### config.mk
export PLATFORM = sky130hd
export DESIGN_NAME = ccl_cmp_ctrl
export DESIGN_NICKNAME = d
export VERILOG_FILES = /design/src/rtl/ccl_pkg.sv /design/src/rtl/ccl_sync2.sv /design/src/rtl/ccl_edge_flag.sv /design/src/rtl/ccl_cmp_ctrl.sv
export SDC_FILE = /design/constraint.sdc
export NUM_CORES = 1
export LEC_CHECK = 0
export ABC_AREA = 1
export BUFFER_PORTS_ARGS = -buffer_cell sky130_fd_sc_hd__buf_4
export CORE_ASPECT_RATIO = 1.1
export CORE_MARGIN = 2
export CORE_UTILIZATION = 40
export DETAILED_ROUTE_END_ITERATION = 12
export PLACE_DENSITY = 0.84
export SYNTH_ARGS = -nofsm -noshare
export SYNTH_HDL_FRONTEND = slang
export SYNTH_SLANG_ARGS = --single-unit
### constraint.sdc
create_clock -name pclk -period 1.8 [get_ports pclk]
set_input_delay 0.36 -clock pclk [delete_from_list [all_inputs] [get_ports pclk]]
set_output_delay 0.36 -clock pclk [all_outputs]
set_load 0.005 [all_outputs]
### src/rtl/ccl_pkg.sv
package ccl_pkg;

	localparam int CCL_AW = 12;
	localparam int CCL_DW = 32;

	// Printed register indices, byte address is index times four
	localparam logic [7:0] CCL_CTRL_IDX = 8'h9B;
	localparam logic [7:0] CCL_MODE_IDX = 8'h9D;
	localparam logic [11:0] CCL_CTRL_ADDR = {2'h0, CCL_CTRL_IDX, 2'h0};
	localparam logic [11:0] CCL_MODE_ADDR = {2'h0, CCL_MODE_IDX, 2'h0};
	localparam logic [11:0] CCL_STAT_ADDR = 12'h280;
	localparam logic [11:0] CCL_CLR_ADDR = 12'h284;
	localparam logic [11:0] CCL_IEN_ADDR = 12'h288;

	localparam int CCL_ON_BIT = 7;
	localparam int CCL_LVL_BIT = 6;
	localparam int CCL_RISE_BIT = 5;
	localparam int CCL_FALL_BIT = 4;
	localparam int CCL_HYP_LSB = 2;
	localparam int CCL_HYN_LSB = 0;
	localparam int CCL_MD_LSB = 0;

	typedef enum logic [1:0] {
		CCL_HYST_OFF = 2'h0,
		CCL_HYST_5MV = 2'h1,
		CCL_HYST_10MV = 2'h2,
		CCL_HYST_20MV = 2'h3
	} ccl_hyst_t;

	typedef enum logic [1:0] {
		CCL_RESP_FAST = 2'h0,
		CCL_RESP_MID1 = 2'h1,
		CCL_RESP_MID2 = 2'h2,
		CCL_RESP_SLOW = 2'h3
	} ccl_resp_t;

	localparam ccl_resp_t CCL_MD_RST = CCL_RESP_MID2;
	localparam ccl_hyst_t CCL_HYST_RST = CCL_HYST_OFF;
	localparam int CCL_SYNC_LAT = 3;

endpackage

### src/rtl/ccl_sync2.sv
`timescale 1ns/1ns
`default_nettype none

module ccl_sync2 (
	// Clock, reset, enable
	input wire logic pclk,
	input wire logic presetn,
	input wire logic ce,
	// Level crossing
	input wire logic async_in,
	output logic sync_out
);
	typedef struct packed {
		logic s1;
		logic s2;
	} ccl_sync_st_t;

	ccl_sync_st_t st;
	ccl_sync_st_t next_st;

	always_comb begin
		next_st.s1 = async_in;
		next_st.s2 = st.s1;
	end

	always_ff @(posedge pclk or negedge presetn) begin
		if (!presetn) begin
			st <= '0;
		end else if (ce) begin
			st <= next_st;
		end
	end

	assign sync_out = st.s2;

endmodule

`default_nettype wire

### src/rtl/ccl_edge_flag.sv
`timescale 1ns/1ns
`default_nettype none

module ccl_edge_flag (
	// Clock, reset, enable
	input wire logic pclk,
	input wire logic presetn,
	input wire logic ce,
	// Set and clear requests
	input wire logic set_evt,
	input wire logic clr_req,
	output logic flag
);
	typedef struct packed {
		logic flag;
	} ccl_flag_st_t;

	ccl_flag_st_t st;
	ccl_flag_st_t next_st;

	// Set wins over a clear in the same cycle
	always_comb begin
		next_st.flag = set_evt | (st.flag & ~clr_req);
	end

	always_ff @(posedge pclk or negedge presetn) begin
		if (!presetn) begin
			st <= '0;
		end else if (ce) begin
			st <= next_st;
		end
	end

	assign flag = st.flag;

endmodule

`default_nettype wire

### src/rtl/ccl_cmp_ctrl.sv
`timescale 1ns/1ns
`default_nettype none

module ccl_cmp_ctrl (
	// System
	input wire logic pclk,
	input wire logic presetn,
	input wire logic ce,

	// APB slave
	input wire logic [ccl_pkg::CCL_AW-1:0] paddr,
	input wire logic psel,
	input wire logic penable,
	input wire logic pwrite,
	input wire logic [ccl_pkg::CCL_DW-1:0] pwdata,
	input wire logic [3:0] pstrb,
	output logic [ccl_pkg::CCL_DW-1:0] prdata,
	output logic pready,
	output logic pslverr,

	// Analog stage
	input wire logic cmp_in,
	output logic cmp_power_en,
	output ccl_pkg::ccl_hyst_t pos_hyst_sel,
	output ccl_pkg::ccl_hyst_t neg_hyst_sel,
	output ccl_pkg::ccl_resp_t response_time_sel,

	// Crossbar
	output logic cmp_sync_out,
	output logic cmp_raw_out,

	// Interrupt
	output logic irq
);
	import ccl_pkg::*;

	typedef struct packed {
		logic on;
		logic rie;
		logic fie;
		ccl_hyst_t hyp;
		ccl_hyst_t hyn;
		ccl_resp_t md;
		logic level;
		logic irq;
		logic rdy;
		logic err;
		logic [CCL_DW-1:0] rdata;
	} ccl_state_t;

	ccl_state_t st;
	ccl_state_t next_st;

	logic cmp_s;
	logic rise_flag;
	logic fall_flag;
	logic rise_set;
	logic fall_set;
	logic rise_clr;
	logic fall_clr;
	logic acc;
	logic wr;
	logic wr_ctrl;
	logic wr_mode;
	logic wr_clr;
	logic wr_ien;

	// Comparator decision into the clock domain
	ccl_sync2 u_sync (
		.pclk(pclk),
		.presetn(presetn),
		.ce(ce),
		.async_in(cmp_in),
		.sync_out(cmp_s)
	);

	// Access phase; writes land on the pready edge
	assign acc = psel & penable;

	assign wr = acc & st.rdy & pwrite & pstrb[0];

	assign wr_ctrl = wr & (paddr == CCL_CTRL_ADDR);

	assign wr_mode = wr & (paddr == CCL_MODE_ADDR);

	assign wr_clr = wr & (paddr == CCL_CLR_ADDR);

	assign wr_ien = wr & (paddr == CCL_IEN_ADDR);

	// Edges seen on the gated, synced level
	assign rise_set = next_st.level & ~st.level;

	assign fall_set = ~next_st.level & st.level;

	// Zero in control or one in clear register
	assign rise_clr = (wr_ctrl & ~pwdata[CCL_RISE_BIT])
		| (wr_clr & pwdata[CCL_RISE_BIT]);

	assign fall_clr = (wr_ctrl & ~pwdata[CCL_FALL_BIT])
		| (wr_clr & pwdata[CCL_FALL_BIT]);

	ccl_edge_flag u_rise (
		.pclk(pclk),
		.presetn(presetn),
		.ce(ce),
		.set_evt(rise_set),
		.clr_req(rise_clr),
		.flag(rise_flag)
	);

	ccl_edge_flag u_fall (
		.pclk(pclk),
		.presetn(presetn),
		.ce(ce),
		.set_evt(fall_set),
		.clr_req(fall_clr),
		.flag(fall_flag)
	);

	always_comb begin
		next_st = st;

		// Control register fields
		if (wr_ctrl) begin
			next_st.on = pwdata[CCL_ON_BIT];
			next_st.hyp = ccl_hyst_t'(pwdata[CCL_HYP_LSB +: 2]);
			next_st.hyn = ccl_hyst_t'(pwdata[CCL_HYN_LSB +: 2]);
		end

		// Mode register fields
		if (wr_mode) begin
			next_st.rie = pwdata[CCL_RISE_BIT];
			next_st.fie = pwdata[CCL_FALL_BIT];
			next_st.md = ccl_resp_t'(pwdata[CCL_MD_LSB +: 2]);
		end

		// Enable register aliases the mode enables
		if (wr_ien) begin
			next_st.rie = pwdata[CCL_RISE_BIT];
			next_st.fie = pwdata[CCL_FALL_BIT];
		end

		// Off forces the level low in the same edge
		next_st.level = cmp_s & next_st.on;

		// Level interrupt from masked sticky flags
		next_st.irq = (rise_flag & st.rie)
			| (fall_flag & st.fie);

		// One wait state, then pready for one cycle
		next_st.rdy = 1'b0;
		next_st.err = 1'b0;
		next_st.rdata = '0;

		if (acc & ~st.rdy) begin
			next_st.rdy = 1'b1;
			if (paddr == CCL_CTRL_ADDR) begin
				next_st.rdata[CCL_ON_BIT] = st.on;
				next_st.rdata[CCL_LVL_BIT] = st.level;
				next_st.rdata[CCL_RISE_BIT] = rise_flag;
				next_st.rdata[CCL_FALL_BIT] = fall_flag;
				next_st.rdata[CCL_HYP_LSB +: 2] = st.hyp;
				next_st.rdata[CCL_HYN_LSB +: 2] = st.hyn;
			end else if (paddr == CCL_MODE_ADDR) begin
				next_st.rdata[CCL_RISE_BIT] = st.rie;
				next_st.rdata[CCL_FALL_BIT] = st.fie;
				next_st.rdata[CCL_MD_LSB +: 2] = st.md;
			end else if (paddr == CCL_STAT_ADDR) begin
				next_st.rdata[CCL_RISE_BIT] = rise_flag;
				next_st.rdata[CCL_FALL_BIT] = fall_flag;
			end else if (paddr == CCL_IEN_ADDR) begin
				next_st.rdata[CCL_RISE_BIT] = st.rie;
				next_st.rdata[CCL_FALL_BIT] = st.fie;
			end else if (paddr == CCL_CLR_ADDR) begin
				next_st.rdata = '0;
			end else begin
				next_st.err = 1'b1;
			end
		end
	end

	always_ff @(posedge pclk or negedge presetn) begin
		if (!presetn) begin
			st <= '0;
			st.md <= CCL_MD_RST;
		end else if (ce) begin
			st <= next_st;
		end
	end

	// Raw path has no flop so it runs without a clock
	assign cmp_raw_out = cmp_in & st.on;

	assign cmp_sync_out = st.level;

	assign cmp_power_en = st.on;

	assign pos_hyst_sel = st.hyp;

	assign neg_hyst_sel = st.hyn;

	assign response_time_sel = st.md;

	assign irq = st.irq;

	assign prdata = st.rdata;

	assign pready = st.rdy;

	assign pslverr = st.err;
endmodule

`default_nettype wire

After elaboration in Yosys (flattened, before gate mapping)
Index checks and enable logic that the tools add are counted.
{ "totals": {"register_bits": 49, "in_bits": 55, "out_inout_bits": 44, "elab_cells": 71} }
{ "op_classes": {"eq_ne": 5, "n_mux": 14, "bitwise": 33, "reduce_logical": 4} }
{ "op_table": {"columns": ["operator", "n"], "rows": [
  ["two-way mux 27 bit", 3],
  ["equality test 12 x 10 -> 1 bit (second input constant)", 5],
  ["two-way mux 34 bit", 1],
  ["two-way mux 25 bit", 1],
  ["bitwise AND 1 bit", 21],
  ["two-way mux 2 bit", 6],
  ["two-way mux 8 bit", 1],
  ["inverter 1 bit", 7],
  ["AND reduction 2 bit", 3],
  ["OR 1 bit", 5],
  ["two-way mux 1 bit", 2],
  ["nonzero test 2 bit", 1]
]} }

Depth between registers and ports, before layout
Gate-level depths: netlist of run 1.
{ "logic_depth": {"depth_word": 10, "ltp_mapped": 11} }

Hierarchy
A second synthesis of run 1 with hierarchy kept.
{ "hier_totals": {"cells_unflattened": 230, "area_unflattened_um2": 1614.0} }
{ "modules_own_cells": {"columns": ["mod", "instances", "cells_each", "area_per_inst_um2"], "rows": [
  ["ccl_cmp_ctrl", 1, 211, 1457.6],
  ["ccl_edge_flag", 2, 5, 40.0],
  ["ccl_sync2", 1, 9, 76.3]
]} }

Least setup slack after synthesis of run 1
Ideal clock, no wire load.
{ "synth_timing": {"kind": "input port to flip-flop", "start": "input port paddr[11] (netlist name)", "end": "register st, in the netlist prdata[4]", "arrival_ns": 1.122, "required_ns": 1.683, "slack_ns": 0.561, "cell_stages": 11, "cell_sequence": "nor2_2 > inv_2 > nor2_8 > nand3_4 > buf_6 > nand2_1 > inv_1 > nand2_1 > nand2_1 > nand2_1 > nand2_1"} }
{ "synth_via": {"elab_chain_cells": 6, "word_cells_on_any_way": 9, "cone_classes": "eq/ne (4); mux (5)"} }
{ "synth_lines": {"columns": ["element", "line_no", "text"], "rows": [
  ["from (decl)", "ccl_cmp_ctrl.sv:11", "input wire logic [ccl_pkg::CCL_AW-1:0] paddr,"],
  ["equality test 12 x 10 -> 1 bit", "ccl_cmp_ctrl.sv:171", "end else if (paddr == CCL_IEN_ADDR) begin"],
  ["two-way mux 2 bit", "ccl_cmp_ctrl.sv:171", null],
  ["two-way mux 2 bit", "ccl_cmp_ctrl.sv:168", "end else if (paddr == CCL_STAT_ADDR) begin"],
  ["two-way mux 2 bit", "ccl_cmp_ctrl.sv:164", "end else if (paddr == CCL_MODE_ADDR) begin"],
  ["two-way mux 8 bit (*)", "ccl_cmp_ctrl.sv:157", "if (paddr == CCL_CTRL_ADDR) begin"],
  ["two-way mux 34 bit (*)", "ccl_cmp_ctrl.sv:155", "if (acc & ~st.rdy) begin"],
  ["to (signal assigned)", "ccl_cmp_ctrl.sv:187", "st <= next_st;"],
  ["to (decl)", "ccl_cmp_ctrl.sv:51", "ccl_state_t st;"]
]} }
Mark *: on every way between the ends. The rest lies on a longest branch, timed or not.
A chain may end at the register's enable or synchronous reset.

Worst setup path after layout of run 1
{ "layout_timing": {"start": "register st, in the netlist pready", "end": "register st, in the netlist cmp_power_en"} }
{ "layout_via": {"elab_chain_cells": 5} }
{ "layout_lines": {"columns": ["element", "line_no", "text"], "rows": [
  ["bitwise AND 1 bit (3 in series)", "ccl_cmp_ctrl.sv:80", "assign wr = acc & st.rdy & pwrite & pstrb[0];"],
  ["bitwise AND 1 bit", "ccl_cmp_ctrl.sv:82", "assign wr_ctrl = wr & (paddr == CCL_CTRL_ADDR);"],
  ["two-way mux 1 bit", "ccl_cmp_ctrl.sv:124", "if (wr_ctrl) begin"]
]} }
Every way passes these cells.

==> results of run 1 <==
-- per-stage QoR --
step,instances,instance area [um^2]
after detailed placement,313,1900
after CTS,318,1960
after global routing,318,1960
after floorplan,256,1800
after global placement,313,1900
final,318,1960
-- metal layers --
metal  up-vias  share of wire  GRT usage
met5         -              0          0
met4         0          0.010     0.0181
met3         4          0.069     0.0448
met2        42           0.53      0.269
met1       643           0.39      0.175
li1        727              -          -
-- sequential cells by signal, summed over array words and instances (netlist names) --
name               flops
prdata                 8
neg_hyst_sel           2
pos_hyst_sel           2
response_time_sel      2
st                     2
cmp_power_en           1
cmp_sync_out           1
irq                    1
pready                 1
pslverr                1
u_fall.flag            1
u_rise.flag            1
u_sync.next_st         1
u_sync.sync_out        1
-- tightest hold or removal path, delay by kind of cell --
kind / cells / cell delay, ps
buf+inv: 1 / 80
simple gates: 2 / 90
-- worst min path at each step --
stage                     cells past startpoint  slack, ps                 to    start
after floorplan                               0         60       cmp_power_en  presetn
final                                         3        290  u_sync.next_st[0]   cmp_in
after global placement                        1        270                irq  presetn
after global routing                          3        300  u_sync.next_st[0]   cmp_in
after detailed placement                      1        280                irq  presetn
after CTS                                     3        290  u_sync.next_st[0]   cmp_in
-- cell usage after synthesis (2+ instances only) --
master and instances:
sky130_fd_sc_hd__dfrtp_1 24, sky130_fd_sc_hd__clkbuf_1 2, sky130_fd_sc_hd__nor2_1 15, sky130_fd_sc_hd__nand3_1 7, sky130_fd_sc_hd__o21ai_1 13, sky130_fd_sc_hd__nand3_2 2
sky130_fd_sc_hd__inv_2 5, sky130_fd_sc_hd__nand2_2 6, sky130_fd_sc_hd__o21ai_0 4, sky130_fd_sc_hd__a21oi_1 2, sky130_fd_sc_hd__nand2_1 71, sky130_fd_sc_hd__nand4_1 7
sky130_fd_sc_hd__buf_4 38, sky130_fd_sc_hd__nor2_2 3, sky130_fd_sc_hd__nor2_4 2, sky130_fd_sc_hd__inv_1 23
-- report_power, final --
group | switching (uW) | internal [uW] | total (uW)
logic | 108 | 83.5 | 191
clock network | 176 | 155 | 330
registers | 31.0 | 593 | 624
total | 315 | 831 | 1150
-- area by class of cell --
type | instances | area, um^2 | share of cell area
Tap cell | 52 | 65.1 | 0.0332
Sequential cell | 25 | 627 | 0.320
Clock inverter | 1 | 5.00 | 0.00255
Timing Repair Buffer | 47 | 355 | 0.181
Multi-Input combinational cell | 162 | 762 | 0.389
Clock buffer | 3 | 41.3 | 0.0211
Inverter | 28 | 105 | 0.0536
-- cells by family after synthesis --
kind of cell / synth area share
DFF: 0.366
AOI/OAI and AO/OA: 0.0599
and+or+nand+nor: 0.333
buffers and inverters: 0.239
other: 0.00219
==> results.cfg, run 1 <==
[outcome]
outcome = completed

[power]
worst_ir_drop_vdd_uv = 476
leakagePower_uw = 0.00107
power.total_uw = 1150
power_density_mw_per_mm2 = 584

[min_path]
timing.hold.worst.class = in2reg

[yosys]
ys_top_cells_by_area = sky130_fd_sc_hd__dfrtp_1 (35%), sky130_fd_sc_hd__buf_4 (17%), sky130_fd_sc_hd__nand2_1 (16%), sky130_fd_sc_hd__inv_1 (5.0%), sky130_fd_sc_hd__o21ai_1 (3.8%)
ys_warn_count = 0
count_of_state_elements_after_synthesis = 25
synth-seq-area-share = 0.366
post_synth_inst_count = 233
yosys.area.top_type_share = 0.351
asyncSetResetFlopFracSynth = 1.00
netlist-cell-type-count = 25
synthesis.area_per_instance_um2 = 7.35
mappedNetlistArea_mm2 = 0.00171
number_of_enable_type_register_cells_in_the_synthesized_netlist = 0
yosysTopAreaCell = sky130_fd_sc_hd__dfrtp_1
ys_dominant_reg_cell = sky130_fd_sc_hd__dfrtp_1

[grt]
grt_pass1_wl_mm = 5.63
grt_pass1_vias = 1317
antenna_found_initial = 0
largest_net_degree_at_the_start_of_global_routing = 26
global_route.overflow_total = 0
track_usage = 0.148

[clock_network]
clock_insertion_delay_worst_skew_ps = 270
postCtsSetupBuffers = 0
htreeDepth = 1
maximum_root_to_sink_buffer_count = 2
cts_tree = yes
numCtsBuffers = 3
clk_transition_reported_paths_ps = 90
clockRootBuffer = sky130_fd_sc_hd__clkbuf_8
cts_sinks = 25
cts-resized-gates = 0
holdBufCountCts = 1

[setup_path]
timing.critical_path.from = pready
critical_path.top_delay_family = simple AND/OR/NAND/NOR gates
cp_slowest_cell = sky130_fd_sc_hd__dfrtp_1
worst_r2r_endpoint = cmp_power_en
capturing_element_type_of_the_critical_path = flip-flop
critical_path_required_ps = 1960
critical_path.max_stage_delay_ps = 470
cp_cell_sequence = nand3_2, nor2_4, nand3_1, nand2_1, nand2_1, nand2_1, o21ai_1
crit_top_cell = sky130_fd_sc_hd__nand2_1
critical_path_depth = 7
crit_path_end = cmp_power_en
cp_data_arrival_time_ps = 1520
timing.critical_path.from_type = flip-flop
crit_path_kind = reg2reg
critPathBufInv = 0
regToRegStartpoint = pready
setup.reg_to_reg.worst_slack_ps = 440
worst-r2r-cell-count = 7
cp_max_fo = 8

[timing]
timing.hold.ws_ps = 295
clock.fmax_ghz = 0.733
report.final.setup_viol = 0
totalNegativeSetupSlack_ps = 0
slew_viol_final = 0
setup_repair_after_global_routing_missed_its_margin = false
hold_viol_final = 0
final.period_utilization = 0.758
setup_ws_ps = 436
finalCriticalPeriod_ps = 1360
clock-skew-final_ps = 7.80

[cells_and_area]
number_of_antenna_diodes = 0
final_cell_mix = sky130_fd_sc_hd__nand2_1 (71), sky130_fd_sc_hd__buf_4 (46), sky130_fd_sc_hd__conb_1 (24), sky130_fd_sc_hd__dfrtp_1 (24), sky130_fd_sc_hd__inv_1 (23)
areaGrowthSynthToFinish_pct = 14.5
final_nets = 322
layout.filler_cells = 427
final_core_util = 0.487
mostFrequentLayoutCell = sky130_fd_sc_hd__nand2_1
drive_gt1_frac = 0.274

[flow_run]
drv_cap = 0

[routing]
routed_antenna_nets = 0
via_count_of_the_routed_design = 1416
viasPerCell = 4.45
route.detailed.drc = 0
number_of_search_and_repair_iterations_in_the_first_detailed_routing_pass = 4
avgRoutedWirePerCell_um = 10.4
postRouteWirelength_mm = 3.32
initialDrtViolationCount = 48

[floorplanning]
initial_utilization = 0.425
die-area_mm2 = 0.00482
ioPinCount = 99
core_area_mm2 = 0.00402
die_width_um = 66.4
chipHeight_um = 72.6
floorplan.rows = 24

[placed_design]
dpl.hpwl_mm = 2.65
preCtsSetupSlack_ps = 247
gp_congestion = 0.781
io_buffers = 46
No activity file was read; power rests on OpenSTA's default activity.
==> inputs of run 2 (changes only) <==
--- a/config.mk
+++ b/config.mk
@@ -11,7 +11,7 @@
 export CORE_MARGIN = 2
 export CORE_UTILIZATION = 40
 export DETAILED_ROUTE_END_ITERATION = 12
-export PLACE_DENSITY = 0.84
+export PLACE_DENSITY = 0.87
 export SYNTH_ARGS = -nofsm -noshare
 export SYNTH_HDL_FRONTEND = slang
 export SYNTH_SLANG_ARGS = --single-unit
==> constraint.sdc (replaced) <==
create_clock -name pclk -period 1.2 [get_ports pclk]
set_input_delay 0.24 -clock pclk [delete_from_list [all_inputs] [get_ports pclk]]
set_output_delay 0.24 -clock pclk [all_outputs]
set_load 0.005 [all_outputs]
==> run 2 against run 1 <==
The flow now finishes with violations (setup timing). Power grew 55%. Non-clock buffer count rose by 19. Hold slack got worse by 98 ps. Largest power group unchanged. Clock skew shrank 3.5 ps. Final area rose by 13%. First-iteration DRC count increased by 90%.
==> results.cfg, run 2 (synthesis results as in run 1) <==
[floorplanning]
die-area_mm2 = 0.00482
floorplan.rows = 24
ioPinCount = 99
chipHeight_um = 72.6
initial_utilization = 0.425
die_width_um = 66.4
core_area_mm2 = 0.00402

[placed_design]
gp_congestion = 0.790
dpl.hpwl_mm = 2.79
placed_cell_area_mm2 = 0.00201
preCtsSetupSlack_ps = -171
io_buffers = 46

[clock_network]
maximum_root_to_sink_buffer_count = 2
htreeDepth = 1
cts_tree = yes
clockRootBuffer = sky130_fd_sc_hd__clkbuf_8
numCtsBuffers = 3
clock_insertion_delay_worst_skew_ps = 260
cts_sinks = 25
clk_transition_reported_paths_ps = 80

[grt]
grt_pass1_wl_mm = 5.89
largest_net_degree_at_the_start_of_global_routing = 26
grt_pass1_vias = 1381
antenna_found_initial = 0
global_route.overflow_total = 0
track_usage = 0.155

[timing]
clock.fmax_ghz = 0.786
clock-skew-final_ps = 4.26
hold_viol_final = 0
slew_viol_final = 0
finalCriticalPeriod_ps = 1270
report.final.setup_viol = 17
setup_ws_ps = -71.8
setup_repair_after_global_routing_missed_its_margin = true
final.period_utilization = 1.06

[outcome]
violations_in_the_final_reports = setup timing
outcome = complete, but fails checks

[setup_path]
timing.critical_path.from_type = flip-flop
setup.reg_to_reg.worst_slack_ps = -70
critical_path_required_ps = 1380
capturing_element_type_of_the_critical_path = flip-flop
crit_path_kind = reg2reg
cp_data_arrival_time_ps = 1450
cp_max_fo = 3

[power]
power_density_mw_per_mm2 = 801
leakagePower_uw = 0.00122
worst_ir_drop_vdd_uv = 736

[routing]
viasPerCell = 4.44
postRouteWirelength_mm = 3.62
initialDrtViolationCount = 91
routed_antenna_nets = 0
via_count_of_the_routed_design = 1495
avgRoutedWirePerCell_um = 10.7
number_of_search_and_repair_iterations_in_the_first_detailed_routing_pass = 4
route.detailed.drc = 0

[cells_and_area]
mostFrequentLayoutCell = sky130_fd_sc_hd__nand2_1
number_of_antenna_diodes = 0
areaGrowthSynthToFinish_pct = 29.8
largest_register_ff_count = 8
drive_gt1_frac = 0.386
final_design_area_no_fill_mm2 = 0.00222
final_cell_mix = sky130_fd_sc_hd__nand2_1 (64), sky130_fd_sc_hd__buf_4 (58), sky130_fd_sc_hd__conb_1 (24)
final_nets = 341

[min_path]
timing.hold.worst.class = in2reg

[flow_run]
drv_cap = 0
==> run 2: cell types whose count changed in the layout (fill, tap and decap cells not counted), sizes merged <==
cell,before,now
clkbuf,3,4
clkinv,1,0
buf,46,65
==> run 2: layout make-up <==
| type | instances | area, um^2 |
|---|---|---|
| clock buffer | 4 | 45.0 |
| fill | 391 | 1800 |
| inverter | 28 | 105 |
| multi-input combinational | 162 | 855 |
| sequential | 25 | 628 |
| tap | 52 | 65.1 |
| timing repair buffer | 66 | 524 |
==> run 2: worst paths after layout <==
check / to / startpoint / cells after the start
setup / recovery: prdata[7] / pready / 5
hold / removal: u_sync.next_st[0] / cmp_in / 3
setup reg to reg: prdata[7] / pready / 5
hold reg to reg: u_sync.next_st[0] / u_sync.next_st[0] / 2
max in group asynchronous: response_time_sel[1] / presetn / 2
min in group asynchronous: st[43] / presetn / 2
==> run 2: per-stage QoR <==
stage	power (uW)	setup TNS (ps)	instances	util	hold WS, ps
final	1780	-521	337	0.552	196
after floorplan	1140	0	256	-	-55.6
after global placement	1250	-1330	327	0.499	153
after CTS	1760	-353	332	0.521	192
after detailed placement	1260	-2010	327	0.499	158
after global routing	1890	-1910	337	0.552	184
==> run 2: power by group <==
group	internal (uW)	total [uW]	switching, uW
Clock	237	483	246
Combinational	173	363	191
Sequential	890	935	45.1
==> run 2: per-layer routing <==
metal	wire length (um)	global-route usage	up-vias	part of all wire
met5	0	0	-	0
met4	40	0.0408	0	0.011
met3	251	0.0370	4	0.069
met2	1860	0.266	55	0.51
met1	1460	0.195	668	0.40
li1	-	-	768	-
==> run 2: repair_timing <==
item / 4_1_cts / 5_1_grt
resized for setup: 12 / 23
pin swaps: 8 / 10
setup endpoints to repair: 12 / 21
setup buffers: 0 / 5
hold buffers: 1 / 0
endpoints found under the hold margin: 24 / 0
==> run 2: critical path, cell delays in order, from the launching register on <==
cell and delay (ps):
sky130_fd_sc_hd__dfrtp_2 450, sky130_fd_sc_hd__buf_6 130, sky130_fd_sc_hd__nor3_4 260, sky130_fd_sc_hd__buf_4 160, sky130_fd_sc_hd__inv_2 30, sky130_fd_sc_hd__o31ai_2 160
==> inputs of run 3 (changes only) <==
--- a/config.mk
+++ b/config.mk
@@ -11,7 +11,7 @@
 export CORE_MARGIN = 2
 export CORE_UTILIZATION = 40
 export DETAILED_ROUTE_END_ITERATION = 12
-export PLACE_DENSITY = 0.87
+export PLACE_DENSITY = 0.84
 export SYNTH_ARGS = -nofsm -noshare
 export SYNTH_HDL_FRONTEND = slang
 export SYNTH_SLANG_ARGS = --single-unit
==> constraint.sdc (replaced) <==
create_clock -name pclk -period 1.6 [get_ports pclk]
set_input_delay 0.32 -clock pclk [delete_from_list [all_inputs] [get_ports pclk]]
set_output_delay 0.32 -clock pclk [all_outputs]
set_load 0.005 [all_outputs]
==> run 3 against run 2 <==
The flow now finishes without violations. Via count shrank 5.4%. Die area is the same. Register-to-register slack gained 350 ps. Setup slack improved by 350 ps. Power shrank 27%. Critical path depth rose by 2. Cell count down 4.5%. Sequential share of layout area is 3.2 points higher. Clock skew rose by 4.6 ps. Critical path type unchanged. Largest power group unchanged.
==> results.cfg, run 3 (synthesis results as in run 1) <==
[setup_path]
crit_path_kind = reg2reg
critical_path_required_ps = 1770
capturing_element_type_of_the_critical_path = flip-flop
timing.critical_path.from_type = flip-flop
cp_data_arrival_time_ps = 1490
cp_max_fo = 8

[flow_run]
drv_cap = 0

[cells_and_area]
final_nets = 326
final_cell_mix = sky130_fd_sc_hd__nand2_1 (71), sky130_fd_sc_hd__buf_4 (50), sky130_fd_sc_hd__conb_1 (24), sky130_fd_sc_hd__dfrtp_1 (24), sky130_fd_sc_hd__inv_1 (23)
largest_register_ff_count = 8
mostFrequentLayoutCell = sky130_fd_sc_hd__nand2_1
layout.filler_cells = 418
number_of_antenna_diodes = 0
drive_gt1_frac = 0.285
areaGrowthSynthToFinish_pct = 16.3
final_core_util = 0.495

[routing]
via_count_of_the_routed_design = 1415
number_of_search_and_repair_iterations_in_the_first_detailed_routing_pass = 5
postRouteWirelength_mm = 3.27
avgRoutedWirePerCell_um = 10.2
initialDrtViolationCount = 66
route.detailed.drc = 0
routed_antenna_nets = 0
viasPerCell = 4.39

[power]
power.total_uw = 1290
switchingPower_uw = 354
switching_share = 0.274
share_clk_of_total_power = 0.288
power_density_mw_per_mm2 = 650
seq_power_share = 0.541
internal_uw = 940
worst_ir_drop_vdd_uv = 374
p_comb_frac = 0.171
leakagePower_uw = 0.00109

[timing]
totalNegativeSetupSlack_ps = 0
final.period_utilization = 0.825
slew_viol_final = 0
hold_viol_final = 0
clock.fmax_ghz = 0.758
clock-skew-final_ps = 8.86
finalCriticalPeriod_ps = 1320
report.final.setup_viol = 0
setup_repair_after_global_routing_missed_its_margin = false

[floorplanning]
die_width_um = 66.4
chipHeight_um = 72.6
initial_utilization = 0.425
core_area_mm2 = 0.00402
ioPinCount = 99
floorplan.rows = 24
die-area_mm2 = 0.00482

[clock_network]
numCtsBuffers = 3
htreeDepth = 1
maximum_root_to_sink_buffer_count = 2
cts_tree = yes
clk_transition_reported_paths_ps = 90
clockRootBuffer = sky130_fd_sc_hd__clkbuf_8
postCtsSetupBuffers = 0
cts_sinks = 25
clock_insertion_delay_worst_skew_ps = 270

[grt]
grt_pass1_wl_mm = 5.70
largest_net_degree_at_the_start_of_global_routing = 26
antenna_found_initial = 0
global_route.overflow_total = 0
grt_pass1_vias = 1328
track_usage = 0.152

[placed_design]
io_buffers = 46
dpl.hpwl_mm = 2.65
gp_congestion = 0.789

[outcome]
outcome = completed

[min_path]
timing.hold.worst.class = in2reg
-- run 3: cell types whose count changed in the layout (fill, tap and decap cells not counted), sizes merged --
cell	before	now
clkbuf	4	3
buf	65	50
clkinv	0	1
-- run 3: critical path, cell delays in order (launching register included) --
cell and delay, ps:
sky130_fd_sc_hd__dfrtp_1 460, sky130_fd_sc_hd__nand3_2 150, sky130_fd_sc_hd__nor2_4 200, sky130_fd_sc_hd__nand3_1 120, sky130_fd_sc_hd__nand2_1 80, sky130_fd_sc_hd__nand2_1 80, sky130_fd_sc_hd__nand3_1 70, sky130_fd_sc_hd__nand2_1 60
-- run 3: routing by layer --
metal,vias up,GRT usage,share of wire
met2,48,0.262,0.52
met4,0,0.0476,0.019
met5,-,0,0
met3,7,0.0432,0.074
met1,622,0.182,0.39
li1,738,-,-
-- run 3: worst paths after layout --
check	slack, ps	end	startpoint	cells past startpoint
setup / recovery	280	u_rise.flag	pready	7
hold / removal	250	u_sync.next_st[0]	cmp_in	3
setup reg to reg	280	u_rise.flag	pready	7
hold reg to reg	490	prdata[5]	prdata[5]	2
max in group asynchronous	820	response_time_sel[1]	presetn	2
min in group asynchronous	470	st[42]	presetn	2
-- run 3: final cells by class --
| cell class | instances | area, um^2 | share of cell area |
|---|---|---|---|
| multi-input combinational | 162 | 762 | 0.383 |
| sequential | 25 | 627 | 0.315 |
| timing repair buffer | 51 | 385 | 0.194 |
| inverter | 28 | 105 | 0.0528 |
| tap | 52 | 65.1 | 0.0327 |
| clock buffer | 3 | 41.3 | 0.0207 |
| clock inverter | 1 | 5.00 | 0.00251 |
-- run 3: power groups by stage --
stage	Sequential (uW)	Clock [uW]	Combinational, uW
finish	700	373	221
global route	707	417	255
CTS	700	385	223
detailed placement	712	0	221
global placement	712	0	212
floorplan	706	0	149
-- run 3: repair_timing --
| item | 4_1_cts | 5_1_grt |
|---|---|---|
| resized for setup | 0 | 0 |
| endpoints found under the hold margin | 24 | 0 |
| hold buffers | 1 | 0 |
-- run 3: stage by stage --
step | setup slack (ps) | hold WS [ps] | cells | cell area [um^2]
floorplan | 401 | 24.4 | 256 | 1800
global placement | 153 | 234 | 317 | 1930
detailed placement | 133 | 240 | 317 | 1930
CTS | 254 | 251 | 322 | 1990
global route | 140 | 256 | 322 | 1990
finish | 281 | 253 | 322 | 1990
